## src/cmu_pkg.sv

```systemverilog
// constants, state encodings and decode helpers of the cache maintenance unit
//----------------------------------------------------------------------------
// Operation
// - the instruction and its writebacks obey full barrier ordering and completion.
// - target bits 22:21 pick instruction, data, tertiary or secondary cache.
// - a three-bit op field selects the action; required codes always work.
// - with inclusion, an outer-cache operation first runs on the inner cache; the unit does this only for op 000.
// - hit operations broadcast only for coherent attributes, never for non-coherent.
// - all levels touched by one instruction share the same broadcast choice.
// - in the mapped-user/unmapped-kernel segment, translate through the user mapping.
// - unmapped-all and mapped-user/supervisor segments are reachable too.
// - the instruction exists only when the enhanced addressing flag is one.
// - op 000 on the instruction cache invalidates the indexed block.
// - op 000 on write-back caches writes dirty valid blocks back, then invalidates.
// - op 000 on a write-through cache only invalidates, with no writeback.
// - secondary and tertiary variants apply only where those caches exist.
// - op 001 copies the indexed tag into the low and high tag stages.
// - op 001 also loads the indexed data into the data stages.
// - the tag read never raises a cache error.
// - effective address is base plus the sign-extended nine-bit offset.
// - op 010 writes the indexed tag from the tag stages, never erroring.
//----------------------------------------------------------------------------
package cmu_pkg;

   // instruction fields
   localparam int TGT_LSB = 21;
   localparam int TGT_MSB = 22;
   localparam int OP_LSB  = 23;
   localparam int OP_MSB  = 25;
   localparam int OFS_LSB = 0;
   localparam int OFS_MSB = 8;
   localparam int OFS_W   = 9;

   // target cache codes
   localparam logic [1:0] TGT_I = 2'h0;
   localparam logic [1:0] TGT_D = 2'h1;
   localparam logic [1:0] TGT_T = 2'h2;
   localparam logic [1:0] TGT_S = 2'h3;

   // operation codes handled here
   localparam logic [2:0] OP_IDX_INV = 3'h0;
   localparam logic [2:0] OP_LD_TAG  = 3'h1;
   localparam logic [2:0] OP_ST_TAG  = 3'h2;

   // segment access modes
   localparam logic [1:0] SEG_OTHER = 2'h0;
   localparam logic [1:0] SEG_MAPPED_USER_SUP_UNMAPPED_KERNEL_SEG = 2'h1;
   localparam logic [1:0] SEG_UNMAPPED_ALL_MODES_SEG  = 2'h2;
   localparam logic [1:0] SEG_MAPPED_USER_SUP_SEG  = 2'h3;

   // commands toward the cache arrays
   localparam logic [1:0] CMD_RD_TAG = 2'h0;
   localparam logic [1:0] CMD_WR_TAG = 2'h1;
   localparam logic [1:0] CMD_INV    = 2'h2;

   // which optional levels this build has
   localparam logic L2_PRESENT = 1'b1;
   localparam logic L3_PRESENT = 1'b0;

   // reset values
   localparam logic [31:0] WORD_RST = 32'h0000_0000;

   typedef enum logic [6:0] {
      ST_IDLE  = 7'h01,
      ST_DRAIN = 7'h02,
      ST_READ  = 7'h04,
      ST_WB    = 7'h08,
      ST_INV   = 7'h10,
      ST_STORE = 7'h20,
      ST_DONE  = 7'h40
   } cmu_state_t;

   // level is built into this core
   function automatic logic cmu_present(input logic [1:0] sel);
      case (sel)
         TGT_S:   cmu_present = L2_PRESENT;
         TGT_T:   cmu_present = L3_PRESENT;
         default: cmu_present = 1'b1;
      endcase
   endfunction

   // outer level that keeps the primary data cache as a subset
   function automatic logic cmu_outer(input logic [1:0] sel);
      cmu_outer = (sel == TGT_S) || (sel == TGT_T);
   endfunction

endpackage

```

## src/cmu_cache_maint_unit.sv

```systemverilog
// cache maintenance sequencer for the enhanced addressing cache instruction
`timescale 1ns/1ps
`default_nettype none
module cmu_cache_maint_unit
(
   input  wire logic        clk_in,
   input  wire logic        rst_b_in,
   // pipeline side
   input  wire logic        req_valid_in,
   input  wire logic [31:0] instr_in,
   input  wire logic [31:0] base_in,
   input  wire logic        eva_present_flag_in,
   input  wire logic [1:0]  seg_mode_in,
   input  wire logic        cacheability_attribute_coherent_in,
   input  wire logic [31:0] tag_stage_low_in,
   input  wire logic [31:0] tag_stage_high_in,
   input  wire logic        inclusive_in,
   input  wire logic [3:0]  write_through_in,
   output var  logic        busy_out,
   output var  logic        done_out,
   output var  logic        reserved_instr_out,
   output var  logic        cache_err_out,
   output var  logic        user_map_out,
   output var  logic [31:0] ea_out,
   output var  logic        stage_load_out,
   output var  logic [31:0] tag_stage_low_out,
   output var  logic [31:0] tag_stage_high_out,
   output var  logic [31:0] data_stage_low_out,
   output var  logic [31:0] data_stage_high_out,
   // cache array side
   input  wire logic        mem_idle_in,
   input  wire logic        cache_ack_in,
   input  wire logic        cache_valid_in,
   input  wire logic        cache_dirty_in,
   input  wire logic [31:0] cache_tag_lo_in,
   input  wire logic [31:0] cache_tag_hi_in,
   input  wire logic [31:0] cache_data_lo_in,
   input  wire logic [31:0] cache_data_hi_in,
   input  wire logic        wb_ack_in,
   input  wire logic        wb_err_in,
   output var  logic        cache_req_out,
   output var  logic [1:0]  cache_sel_out,
   output var  logic [1:0]  cache_cmd_out,
   output var  logic [31:0] cache_wtag_lo_out,
   output var  logic [31:0] cache_wtag_hi_out,
   output var  logic        global_out,
   output var  logic        wb_req_out
);

   //-------------------------------------------------------------------------
   // state
   //-------------------------------------------------------------------------
   typedef struct packed {
      cmu_pkg::cmu_state_t st;
      logic [2:0]          op;
      logic [1:0]          tgt;
      logic                outer;
      logic                busy;
      logic                done;
      logic                ri;
      logic                cerr;
      logic                umap;
      logic [31:0]         ea;
      logic                ld;
      logic [31:0]         tlo;
      logic [31:0]         thi;
      logic [31:0]         dlo;
      logic [31:0]         dhi;
      logic                creq;
      logic [1:0]          sel;
      logic [1:0]          cmd;
      logic [31:0]         wlo;
      logic [31:0]         whi;
      logic                glob;
      logic                wbreq;
   } cmu_regs_t;

   logic        rst_b;
   logic [31:0] ea_calc;
   cmu_regs_t   r_q;
   cmu_regs_t   r_d;

   //-------------------------------------------------------------------------
   // helpers
   //-------------------------------------------------------------------------
   // reset is held until two clean edges
   cmu_rst_sync u_rst
   (
      .clk_in    (clk_in),
      .rst_b_in  (rst_b_in),
      .rst_b_out (rst_b)
   );

   // address is formed straight from the request word
   cmu_ea_gen u_ea
   (
      .base_in (base_in),
      .ofs_in  (instr_in[cmu_pkg::OFS_MSB:cmu_pkg::OFS_LSB]),
      .ea_out  (ea_calc)
   );

   //-------------------------------------------------------------------------
   // sequencer
   //-------------------------------------------------------------------------
   // one request at a time; busy drops only back in idle
   always_comb
   begin
      r_d      = r_q;
      r_d.done = 1'b0;
      r_d.ri   = 1'b0;
      r_d.ld   = 1'b0;
      case (r_q.st)
         cmu_pkg::ST_IDLE:
         begin
            r_d.cerr = 1'b0;
            r_d.glob = 1'b0;
            if (req_valid_in)
            begin
               if (!eva_present_flag_in)
               begin
                  r_d.ri = 1'b1;
                  r_d.done = 1'b1;
               end
               else
               begin
                  r_d.busy = 1'b1;
                  r_d.op  = instr_in[cmu_pkg::OP_MSB:cmu_pkg::OP_LSB];
                  r_d.tgt = instr_in[cmu_pkg::TGT_MSB:cmu_pkg::TGT_LSB];
                  r_d.ea  = ea_calc;
                  r_d.umap = (seg_mode_in == cmu_pkg::SEG_MAPPED_USER_SUP_UNMAPPED_KERNEL_SEG);
                  // only hit ops may go global
                  // one choice kept for every level
                  r_d.glob = cacheability_attribute_coherent_in &
                             instr_in[cmu_pkg::OP_MSB];
                  r_d.wlo = tag_stage_low_in;
                  r_d.whi = tag_stage_high_in;
                  r_d.outer = inclusive_in &&
                     cmu_pkg::cmu_outer(instr_in[cmu_pkg::TGT_MSB:cmu_pkg::TGT_LSB]) &&
                     (instr_in[cmu_pkg::OP_MSB:cmu_pkg::OP_LSB] == cmu_pkg::OP_IDX_INV);
                  r_d.sel = r_d.outer ? cmu_pkg::TGT_D
                                      : instr_in[cmu_pkg::TGT_MSB:cmu_pkg::TGT_LSB];
                  r_d.st = cmu_pkg::ST_DRAIN;
               end
            end
         end
         cmu_pkg::ST_DRAIN:
         begin
            if (mem_idle_in)
            begin
               if (!cmu_pkg::cmu_present(r_q.tgt))
               begin
                  r_d.st = cmu_pkg::ST_DONE;
               end
               else
               begin
                  case (r_q.op)
                     cmu_pkg::OP_IDX_INV:
                     begin
                        r_d.creq = 1'b1;
                        if ((r_q.sel == cmu_pkg::TGT_I) || write_through_in[r_q.sel])
                        begin
                           r_d.cmd = cmu_pkg::CMD_INV;
                           r_d.st  = cmu_pkg::ST_INV;
                        end
                        else
                        begin
                           r_d.cmd = cmu_pkg::CMD_RD_TAG;
                           r_d.st  = cmu_pkg::ST_READ;
                        end
                     end
                     cmu_pkg::OP_LD_TAG:
                     begin
                        r_d.creq = 1'b1;
                        r_d.cmd  = cmu_pkg::CMD_RD_TAG;
                        r_d.st   = cmu_pkg::ST_READ;
                     end
                     cmu_pkg::OP_ST_TAG:
                     begin
                        r_d.creq = 1'b1;
                        r_d.cmd  = cmu_pkg::CMD_WR_TAG;
                        r_d.st   = cmu_pkg::ST_STORE;
                     end
                     default:
                     begin
                        // other codes are handled elsewhere
                        r_d.st = cmu_pkg::ST_DONE;
                     end
                  endcase
               end
            end
         end
         cmu_pkg::ST_READ:
         begin
            if (cache_ack_in)
            begin
               r_d.creq = 1'b0;
               if (r_q.op == cmu_pkg::OP_LD_TAG)
               begin
                  r_d.tlo = cache_tag_lo_in;
                  r_d.thi = cache_tag_hi_in;
                  r_d.dlo = cache_data_lo_in;
                  r_d.dhi = cache_data_hi_in;
                  r_d.ld  = 1'b1;
                  r_d.st  = cmu_pkg::ST_DONE;
               end
               else if (cache_valid_in && cache_dirty_in)
               begin
                  r_d.wbreq = 1'b1;
                  r_d.st    = cmu_pkg::ST_WB;
               end
               else
               begin
                  r_d.creq = 1'b1;
                  r_d.cmd  = cmu_pkg::CMD_INV;
                  r_d.st   = cmu_pkg::ST_INV;
               end
            end
         end
         cmu_pkg::ST_WB:
         begin
            if (wb_ack_in)
            begin
               r_d.wbreq = 1'b0;
               // error reported only from writeback
               if (wb_err_in)
               begin
                  r_d.cerr = 1'b1;
                  r_d.st   = cmu_pkg::ST_DONE;
               end
               else
               begin
                  r_d.creq = 1'b1;
                  r_d.cmd  = cmu_pkg::CMD_INV;
                  r_d.st   = cmu_pkg::ST_INV;
               end
            end
         end
         cmu_pkg::ST_INV:
         begin
            if (cache_ack_in)
            begin
               r_d.creq = 1'b0;
               // now the outer level, after a drain
               if (r_q.outer)
               begin
                  r_d.outer = 1'b0;
                  r_d.sel   = r_q.tgt;
                  r_d.st    = cmu_pkg::ST_DRAIN;
               end
               else
               begin
                  r_d.st = cmu_pkg::ST_DONE;
               end
            end
         end
         cmu_pkg::ST_STORE:
         begin
            if (cache_ack_in)
            begin
               r_d.creq = 1'b0;
               r_d.st   = cmu_pkg::ST_DONE;
            end
         end
         cmu_pkg::ST_DONE:
         begin
            // complete only once traffic has drained
            // load tag never sets the error
            if (mem_idle_in)
            begin
               r_d.done = 1'b1;
               r_d.busy = 1'b0;
               r_d.st   = cmu_pkg::ST_IDLE;
            end
         end
         default:
         begin
            r_d.st   = cmu_pkg::ST_IDLE;
            r_d.busy = 1'b0;
            r_d.creq = 1'b0;
            r_d.wbreq = 1'b0;
         end
      endcase
   end

   // state register
   always_ff @(posedge clk_in or negedge rst_b)
   begin
      if (!rst_b)
      begin
         r_q       <= '0;
         r_q.st    <= cmu_pkg::ST_IDLE;
         r_q.ea    <= cmu_pkg::WORD_RST;
      end
      else
      begin
         r_q <= r_d;
      end
   end

   //-------------------------------------------------------------------------
   // outputs, all from flops
   //-------------------------------------------------------------------------
   assign busy_out            = r_q.busy;
   assign done_out            = r_q.done;
   assign reserved_instr_out  = r_q.ri;
   assign cache_err_out       = r_q.cerr;
   assign user_map_out        = r_q.umap;
   assign ea_out              = r_q.ea;
   assign stage_load_out      = r_q.ld;
   assign tag_stage_low_out   = r_q.tlo;
   assign tag_stage_high_out  = r_q.thi;
   assign data_stage_low_out  = r_q.dlo;
   assign data_stage_high_out = r_q.dhi;
   assign cache_req_out       = r_q.creq;
   assign cache_sel_out       = r_q.sel;
   assign cache_cmd_out       = r_q.cmd;
   assign cache_wtag_lo_out   = r_q.wlo;
   assign cache_wtag_hi_out   = r_q.whi;
   assign global_out          = r_q.glob;
   assign wb_req_out          = r_q.wbreq;

endmodule
`default_nettype wire

```

## src/cmu_ea_gen.sv

```systemverilog
// effective address adder
`timescale 1ns/1ps
`default_nettype none
module cmu_ea_gen
(
   input  wire logic [31:0]            base_in,
   input  wire logic [cmu_pkg::OFS_W-1:0] ofs_in,
   output var  logic [31:0]            ea_out
);
   always_comb
   begin
      ea_out = base_in + {{(32-cmu_pkg::OFS_W){ofs_in[cmu_pkg::OFS_W-1]}}, ofs_in};
   end
endmodule
`default_nettype wire

```

## src/cmu_rst_sync.sv

```systemverilog
// reset release synchroniser
`timescale 1ns/1ps
`default_nettype none
module cmu_rst_sync
(
   input  wire logic clk_in,
   input  wire logic rst_b_in,
   output var  logic rst_b_out
);
   logic meta_q;

   // assert at once, release after two edges
   always_ff @(posedge clk_in or negedge rst_b_in)
   begin
      if (!rst_b_in)
      begin
         meta_q    <= 1'b0;
         rst_b_out <= 1'b0;
      end
      else
      begin
         meta_q    <= 1'b1;
         rst_b_out <= meta_q;
      end
   end
endmodule
`default_nettype wire
```

## config.mk

```make
export PLATFORM = sky130hd
export DESIGN_NAME = cmu_cache_maint_unit
export DESIGN_NICKNAME = d
export VERILOG_FILES = /design/src/cmu_pkg.sv /design/src/cmu_cache_maint_unit.sv /design/src/cmu_ea_gen.sv /design/src/cmu_rst_sync.sv
export SDC_FILE = /design/constraint.sdc
export NUM_CORES = 1
export LEC_CHECK = 0
export BUFFER_PORTS_ARGS = -buffer_cell sky130_fd_sc_hd__buf_2
export CORE_AREA = 3 3 197 199
export CTS_BUF_LIST = sky130_fd_sc_hd__clkbuf_8
export CTS_CLUSTER_SIZE = 40
export DETAILED_ROUTE_END_ITERATION = 8
export DIE_AREA = 0 0 200 202
export GPL_ROUTABILITY_DRIVEN = 1
export PLACE_DENSITY = 0.6
export SYNTH_ARGS = -nofsm -noshare
export SYNTH_HDL_FRONTEND = slang
export SYNTH_SLANG_ARGS = --single-unit
```

## constraint.sdc

```tcl
create_clock -name clk_in -period 10.6 [get_ports clk_in]
set_clock_uncertainty 0.1 [all_clocks]
set_input_delay 1.06 -clock clk_in [delete_from_list [all_inputs] [get_ports clk_in]]
set_output_delay 1.06 -clock clk_in [all_outputs]
set_load 0.005 [all_outputs]
```

# Word-level counts from Yosys, hierarchy flattened
# Index checks and enable logic that the tools add are counted.
# W data, S select, Z words.
[totals]
inputBits = 274
word_cells = 150
reg_bits = 252
[op_classes]
bitwise_logic = 4
n_eq_ne = 30
order_cmp = 1
muxes = 65
reduce_logical = 25
add_sub_neg = 1
[ops]
columns = ["op", "n"]
rows = [
  ["$mux W129", 2],
  ["$mux W130", 1],
  ["$mux W7", 10],
  ["$pmux W7 S7", 1],
  ["$add A32 B32 Y32", 1],
  ["$ne A2 B2 Y1 const B", 16],
  ["$mux W2", 14],
  ["$mux W1", 21],
  ["$pmux W7 S3", 1],
  ["$reduce_and A9 Y1", 2],
  ["$mux W16", 1],
  ["$mux W14", 1],
  ["$pmux W2 S3", 2],
  ["$mux W5", 2],
  ["$reduce_and A5 Y1", 2],
  ["$reduce_or A5 Y1", 2],
  ["$reduce_and A3 Y1", 3],
  ["$reduce_and A4 Y1", 2],
  ["$reduce_and A8 Y1", 1],
  ["$eq A7 B1 Y1 const B", 1],
  ["$eq A7 B2 Y1 const B", 1],
  ["$eq A7 B3 Y1 const B", 1],
  ["$eq A7 B4 Y1 const B", 1],
  ["$eq A7 B5 Y1 const B", 1],
  ["other kinds (24)", 36],
]

# Longest topological paths before layout
# Gate-level depths: netlist of run 1.
[depth]
ltp_word = 8
ltp_mapped = 10

# Cells and area by module
# From an unflattened synthesis of run 1, not the netlist that was laid out.
[hier_totals]
cells_unflattened = 1118
hier_area_um2 = 13545.5
[by_module_without_submodules]
columns = ["module", "seq_area_each_um2", "area_each_um2", "cells_each", "n_inst"]
rows = [
  ["cmu_cache_maint_unit", 6257.3, 11791.3, 878, 1],
  ["cmu_ea_gen", 0.0, 1700.4, 237, 1],
  ["cmu_rst_sync", 50.0, 53.8, 3, 1],
]

# Worst setup path after synthesis of run 1
# Ideal clock, no wire load.
[synth_path]
kind = "input to register"
startpoint = "input port instr_in[0]"
endpoint = "register r_q (netlist bit ea_out[24])"
t_required_ps = 10367
arrival_time_ps = 3093
setup_time_ps = 133
cell_stages = 10
n_path_buf = 0
setup_slack_ps = 7274
path_cell_list = "ha_1 fa_1 a211oi_1 o211ai_1 nand2_1 o21ai_0 a311oi_1 o21ai_0 xnor2_1 o21ai_0"
[synth_via]
elab_chain_cells = 1
[synth_rtl]
columns = ["element", "line_no", "source"]
rows = [
  ["from (decl)", "cmu_cache_maint_unit.sv:10", "input wire logic [31:0] instr_in,"],
  ["$add A32 B32 Y32", "cmu_ea_gen.sv:12", "ea_out = base_in + {{(32-cmu_pkg::OFS_W){ofs_in[cmu_pkg::OFS_W-1]}}, ofs_in};"],
  ["to (signal assigned)", "cmu_cache_maint_unit.sv:296", "r_q <= r_d;"],
  ["to (decl)", "cmu_cache_maint_unit.sv:80", "cmu_regs_t r_q;"],
]
# Every way passes these cells.
# A chain may end at the register's enable or synchronous reset.

# Final worst setup path of run 1
[layout_path]
startpoint = "register r_q[244] (netlist name)"
endpoint = "register r_q (netlist bit ea_out[31])"
[layout_via]
elab_chain_cells = 2
[layout_rtl]
columns = ["element", "line_no", "source"]
rows = [
  ["$eq A7 B1 Y1", "cmu_cache_maint_unit.sv:112", "case (r_q.st)"],
  ["$reduce_and A3 Y1 (no source line)", "--", ""],
]
# Every way passes these cells.

==> impl_metrics.toml, run 1 <==
[cells_and_area]
drive_above_1_share = 0.527
syn_to_final_growth_pct = 16.6
nets = 1739

[grt]
grt_max_degree = 95
track_usage = 0.163
grt_first_pass_wirelength_mm = 51.4
overflow = 0
antenna_found_initial = 8
grt_pass1_vias = 9224

[floorplan]
fp.dieArea_um2 = 40400
die_x_um = 200
ios = 511
die-height_um = 202
num_rows = 71
core_um2 = 37400
start_util = 0.353

[clock_tree]
clk_latency_ps = 580
cts.repair.resized = 0
cts_buffers = 46
ctsHoldBuffers = 0
cts_max_level = 2
cts_tree = "yes"
post-cts-setup-buffers = 0
cts_sinks = 252
cts.path.max_buffers = 3
cts.root.buffer_cell = "clkbuf_8"
clk_pin_slew_ps = 60

[place]
gp_congestion = 0.863
io_buffers = 491
hpwl_mm = 26.7

[synthesis]
synthArstFlopShare = 1.00
netlist_top_cells_area = "dfrtp_1 (48%), mux2_2 (17%), buf_4 (13%)"
synth_warnings = 0
synth_flop_cell = "dfrtp_1"
ys_seq_area_frac = 0.478
syn_area_um2 = 13200
syn_area_per_cell_um2 = 11.4
syn_inst = 1163
yosysTopAreaCell = "dfrtp_1"
ys_seq_elements = 252
syn-num-nets = 1469
synthTopCellsByCount = "dfrtp_1 (251), buf_4 (228), mux2_2 (194)"
synth.distinct_cells = 59
yosysMostFrequentCell = "dfrtp_1"
synth-edff-count = 0
synth_top_area_share = 0.476

[timing]
fmax_ghz = 0.284
finalHoldViolations = 0
tns_ps = 0
post-route-period-util = 0.332
relSlewSlack = 0.319
layout_min_cycle_time_ps = 3520
final-setup-viol-count = 0
whs_ps = 165
rsz0062_at_grt = "no"
drv_slew = 0
worst_pin_slew_ps = 1020

[setup_path]
startpoint = "r_q[244]"
path_class = "reg2reg"
r2r_start = "r_q[244]"
path_cells = "or3_4 > or4_1 > nand2b_4 > buf_4 > o41ai_1 > nor2_1"
max_stage_delay_ps = 700
cp-start-kind = "flop"
critPathCaptureType = "flop"
path_max_fanout = 94
required_ps = 10950
slowest_stage = "or4_1"
worstPathArrival_ps = 3870

[drt]
via_per_inst = 4.61
antenna_left = 0
routedWlPerCell_um = 17.4
firstDrtPassIters = 5
finalWirelength_mm = 34.4
vias = 9109
drtIter0Drc = 402
drc = 0

[power_and_ir_drop]
peakVddDrop_uv = 123
switchingPower_mw = 0.898
p_per_area_nw_per_um2 = 196
internal-power_mw = 2.12
p_seq_frac = 0.432
swShare = 0.297
leakage_nw = 8.34
power_frac_comb = 0.254
pwr-share-clk = 0.314

[outcome]
status = "finished, final reports clean"

[job]
cap_violations = 0

[min_path]
hp-class = "in2async"
==> cells by family after synthesis <==
family                     count (synthesis)  share of synthesized area
adders and majority gates                 32                     0.0309
xor gates and xnor gates                  30                     0.0199
AOI/OAI and AO/OA                        177                     0.0804
DFF                                      252                      0.478
muxes                                    203                      0.173
buffers and inverters                    281                      0.148
and+or+nand+nor                          187                     0.0697
other                                      1                   0.000284
==> cell usage in the layout, fill, tap and decap left out, types with 3 or more instances in the layout <==
| cell type | instances |
|---|---|
| nand4_1 | 8 |
| nor4_1 | 3 |
| nand3b_1 | 3 |
| xor2_1 | 16 |
| nand3_1 | 16 |
| nor2_1 | 26 |
| clkinv_2 | 4 |
| a21boi_0 | 3 |
| o21bai_1 | 5 |
| ha_1 | 31 |
| dfrtp_1 | 250 |
| nor3_1 | 7 |
| a21o_1 | 13 |
| nand2_1 | 77 |
| nor3b_1 | 4 |
| buf_2 | 491 |
| mux2_2 | 194 |
| buf_4 | 5 |
| a211oi_1 | 3 |
| o21a_1 | 3 |
| nand2b_1 | 11 |
| o211ai_1 | 5 |
| nor2b_1 | 7 |
| mux2_1 | 8 |
| and3_1 | 6 |
| a21oi_1 | 51 |
| a22o_1 | 4 |
| xnor2_1 | 14 |
| inv_1 | 19 |
| o21ai_0 | 65 |
| or3b_2 | 3 |
| a31oi_1 | 7 |
| and2_1 | 4 |
| clkbuf_8 | 62 |
| or4_1 | 3 |
==> power groups by stage <==
stage	combinational, mW	sequential [mW]	clock, mW
global placement	0.777	1.31	0
CTS	0.790	1.31	0.991
global route	0.859	1.34	1.03
detailed placement	0.787	1.32	0
floorplan	0.683	1.30	0
finish	0.768	1.31	0.947
==> path summary, 6_finish.rpt <==
| kind | endpoint | cells after the start | slack, ps |
|---|---|---|---|
| min reg2reg | data_stage_high_out[6] | 0 | 170 |
| min | u_rst.rst_b_out | 1 | 160 |
| max reg2reg | ea_out[31] | 6 | 7080 |
| min in group clk_in | u_rst.rst_b_out | 0 | 240 |
| max | ea_out[31] | 6 | 7080 |
| max in group asynchronous | cache_wtag_lo_out[20] | 2 | 8020 |
==> sequential cells by signal, indices dropped and copies added (netlist names), 13 cells and up <==
name and count:
tag_stage_high_out 32, data_stage_high_out 32, r_q 13, cache_wtag_lo_out 32
data_stage_low_out 32, ea_out 32, tag_stage_low_out 32, cache_wtag_hi_out 32
==> area by class of cell <==
type,count,area [um^2]
repair buffers,496,2490
multi-input cells,630,4950
clock inverters,19,113
fillers,3663,22000
diodes,1,2.50
clock buffers,62,853
inverters,7,26.3
flip-flops and latches,252,6310
well taps,511,639
==> metrics by stage <==
| stage | setup slack [ps] | area, um^2 | total power [mW] | utilization | std cells |
|---|---|---|---|---|---|
| after detailed placement | 6620 | 14400 | 2.11 | 0.386 | 1896 |
| after CTS | 7060 | 15400 | 3.09 | 0.411 | 1977 |
| after global placement | 6610 | 14400 | 2.09 | 0.386 | 1896 |
| final | 7080 | 15400 | 3.02 | 0.411 | 1978 |
| after floorplan | 2960 | 13200 | 1.99 | - | 1163 |
| after global routing | 6840 | 15400 | 3.23 | 0.411 | 1978 |
==> worst max-delay path, delay by kind of cell, from the launching register on <==
kind	cells	cell delay [ps]
flip-flops	1	490
AO/OA/AOI/OAI	1	490
buffers and inverters	1	530
AND/OR/NAND/NOR	4	1720
==> routing by layer <==
metal / wire (um) / track usage / vias to the layer above
met5: 74 / 0 / -
met4: 999 / 0.0536 / 12
met3: 2760 / 0.0538 / 68
met2: 17500 / 0.293 / 319
met1: 13000 / 0.180 / 4356
li1: - / - / 4354
No activity file was read; power rests on OpenSTA's default activity.
==> inputs of run 2 (changes only) <==
--- a/config.mk
+++ b/config.mk
@@ -6,13 +6,13 @@
 export NUM_CORES = 1
 export LEC_CHECK = 0
 export BUFFER_PORTS_ARGS = -buffer_cell sky130_fd_sc_hd__buf_2
-export CORE_AREA = 3 3 197 199
+export CORE_AREA = 3 3 195 197
 export CTS_BUF_LIST = sky130_fd_sc_hd__clkbuf_8
 export CTS_CLUSTER_SIZE = 40
 export DETAILED_ROUTE_END_ITERATION = 8
-export DIE_AREA = 0 0 200 202
+export DIE_AREA = 0 0 198 200
 export GPL_ROUTABILITY_DRIVEN = 1
-export PLACE_DENSITY = 0.6
+export PLACE_DENSITY = 0.63
 export SYNTH_ARGS = -nofsm -noshare
 export SYNTH_HDL_FRONTEND = slang
 export SYNTH_SLANG_ARGS = --single-unit
==> constraint.sdc (replaced) <==
create_clock -name clk_in -period 2.87 [get_ports clk_in]
set_clock_uncertainty 0.1 [all_clocks]
set_input_delay 0.287 -clock clk_in [delete_from_list [all_inputs] [get_ports clk_in]]
set_output_delay 0.287 -clock clk_in [all_outputs]
set_load 0.005 [all_outputs]
==> run 2 against run 1 <==
Total power grew to 3.9 times the previous value. Register-to-register slack lost 6900 ps. Largest cell class unchanged. First-iteration DRC count grew 5.7%. Highest routed layer is now met4. Largest power group unchanged. Setup slack lost 7000 ps.
==> impl_metrics.toml, run 2 (synthesized netlist as in run 1, its figures left out) <==
[clock_tree]
post-cts-setup-buffers = 0
clk_latency_ps = 600
clk_pin_slew_ps = 60
cts_sinks = 252
cts.path.max_buffers = 3
cts_buffers = 46
cts.root.buffer_cell = "clkbuf_8"
cts_max_level = 2
cts_tree = "yes"

[drt]
firstDrtPassIters = 5
via_per_inst = 4.72
finalWirelength_mm = 39.5
antenna_left = 0
drtIter0Drc = 425
drc = 0
vias = 10400
routedWlPerCell_um = 18.0

[power_and_ir_drop]
peakVddDrop_uv = 432
p_per_area_nw_per_um2 = 657
leakage_nw = 9.47

[grt]
antenna_found_initial = 5
track_usage = 0.189
overflow = 0
grt_first_pass_wirelength_mm = 59.3
grt_pass1_vias = 10900
grt_max_degree = 50

[setup_path]
worstPathArrival_ps = 3140
path_max_fanout = 3
r2r.worst_path.cells = 6
reg2reg_to = "done_out"
path_class = "in2reg"
r2r_start = "r_q[244]"
worst-r2r-setup-slack_ps = 230
cp-start-kind = "primary input"
critPathCaptureType = "flop"
required_ps = 3230

[floorplan]
core_um2 = 36400
die-height_um = 200
fp.dieArea_um2 = 39600
num_rows = 70
start_util = 0.362
die_x_um = 198
ios = 511

[place]
gp_congestion = 0.866
post-place-ws_ps = -59.2
hpwl_mm = 27.5
io_buffers = 491

[min_path]
worstHoldStart = "cache_dirty_in"
hold_depth = 5
hp-class = "in2reg"
hold_end = "wb_req_out"

[cells_and_area]
layout_common_cells = "buf_2 (491), dfrtp_1 (250), dlygate4sd3_1 (213), mux2_2 (194), nand2_1 (77)"
syn_to_final_growth_pct = 35.7
drive_above_1_share = 0.473
nets = 1992
mostFrequentLayoutCell = "buf_2"
nFillCells = 3204

[timing]
finalHoldViolations = 0
rsz0062_at_grt = "no"
postLayoutSetupSlackWorst_ps = 98.1
post-route-period-util = 0.966
layout_min_cycle_time_ps = 2770
fmax_ghz = 0.361
drv_slew = 0
final-setup-viol-count = 0
worst_pin_slew_ps = 804
relSlewSlack = 0.464
tns_ps = 0

[outcome]
status = "finished, final reports clean"

[job]
cap_violations = 0
==> run 2: cell types whose count changed in the layout (fill, tap and decap cells not counted), sizes merged <==
cell	before	now
clkinvlp	0	1
bufinv	1	3
clkbuf	62	57
dlygate4sd3	0	213
buf	496	536
diode	1	10
clkinv	4	6
==> run 2: layout make-up <==
type,instances,area [um^2],share of cell area
clock inverters,24,200,0.0112
multi-input cells,630,4950,0.276
inverters,7,26.3,0.00147
flip-flops and latches,252,6310,0.352
well taps,468,586,0.0327
clock buffers,57,785,0.0438
repair buffers,749,5040,0.281
diodes,10,25.0,0.00140
==> run 2: layer usage <==
metal,vias up,GRT usage,part of all wire
met4,0,0.0692,0.030
met5,-,0,0
met2,395,0.332,0.51
li1,4864,-,-
met3,75,0.0540,0.069
met1,5038,0.222,0.39
==> run 2: how the worst max path moves through the flow <==
stage,startpoint,depth (start not counted),slack (ps),end
2_1_floorplan,u_rst.rst_b_out,0,240,busy_out
3_3_place_gp,instr_in[0],12,-120,ea_out[24]
3_5_place_dp,instr_in[0],12,-60,ea_out[24]
4_1_cts,base_in[1],12,150,ea_out[24]
5_1_grt,base_in[1],12,20,ea_out[24]
6_report,base_in[1],12,100,ea_out[24]
==> run 2: metrics by stage <==
step / cell area [um^2] / util / hold WS [ps] / cells / power (mW)
floorplan: 13200 / - / -109 / 1163 / 7.33
global placement: 14800 / 0.406 / -26.6 / 1893 / 7.84
detailed placement: 14800 / 0.406 / -21.6 / 1893 / 7.93
CTS: 17900 / 0.491 / 4.12 / 2187 / 11.9
global route: 17900 / 0.492 / 70.1 / 2192 / 12.5
finish: 17900 / 0.492 / 71.9 / 2197 / 11.8
==> run 2: report_power, final <==
part / leakage, nW / internal (mW) / total (mW) / switching (mW)
Combinational: 5.62 / 1.75 / 3.26 / 1.52
Clock: 0.551 / 2.08 / 3.66 / 1.58
Sequential: 3.30 / 4.38 / 4.85 / 0.474
Total: 9.47 / 8.20 / 11.8 / 3.57
==> run 2: repair_timing <==
action | 4_1_cts | 5_1_grt
gates resized for setup | 0 | 0
hold endpoints to repair | 214 | 0
hold buffers | 213 | 0
==> run 2: worst max-delay path, cell delays in order <==
cell           delay [ps]
dlygate4sd3_1         540
buf_2                 140
fa_1                  450
a211oi_1              280
buf_4                 160
o211ai_1              120
nand2_1               120
o21ai_0               180
a311oi_1              430
o21ai_0               170
xnor2_1               170
o21ai_0                90
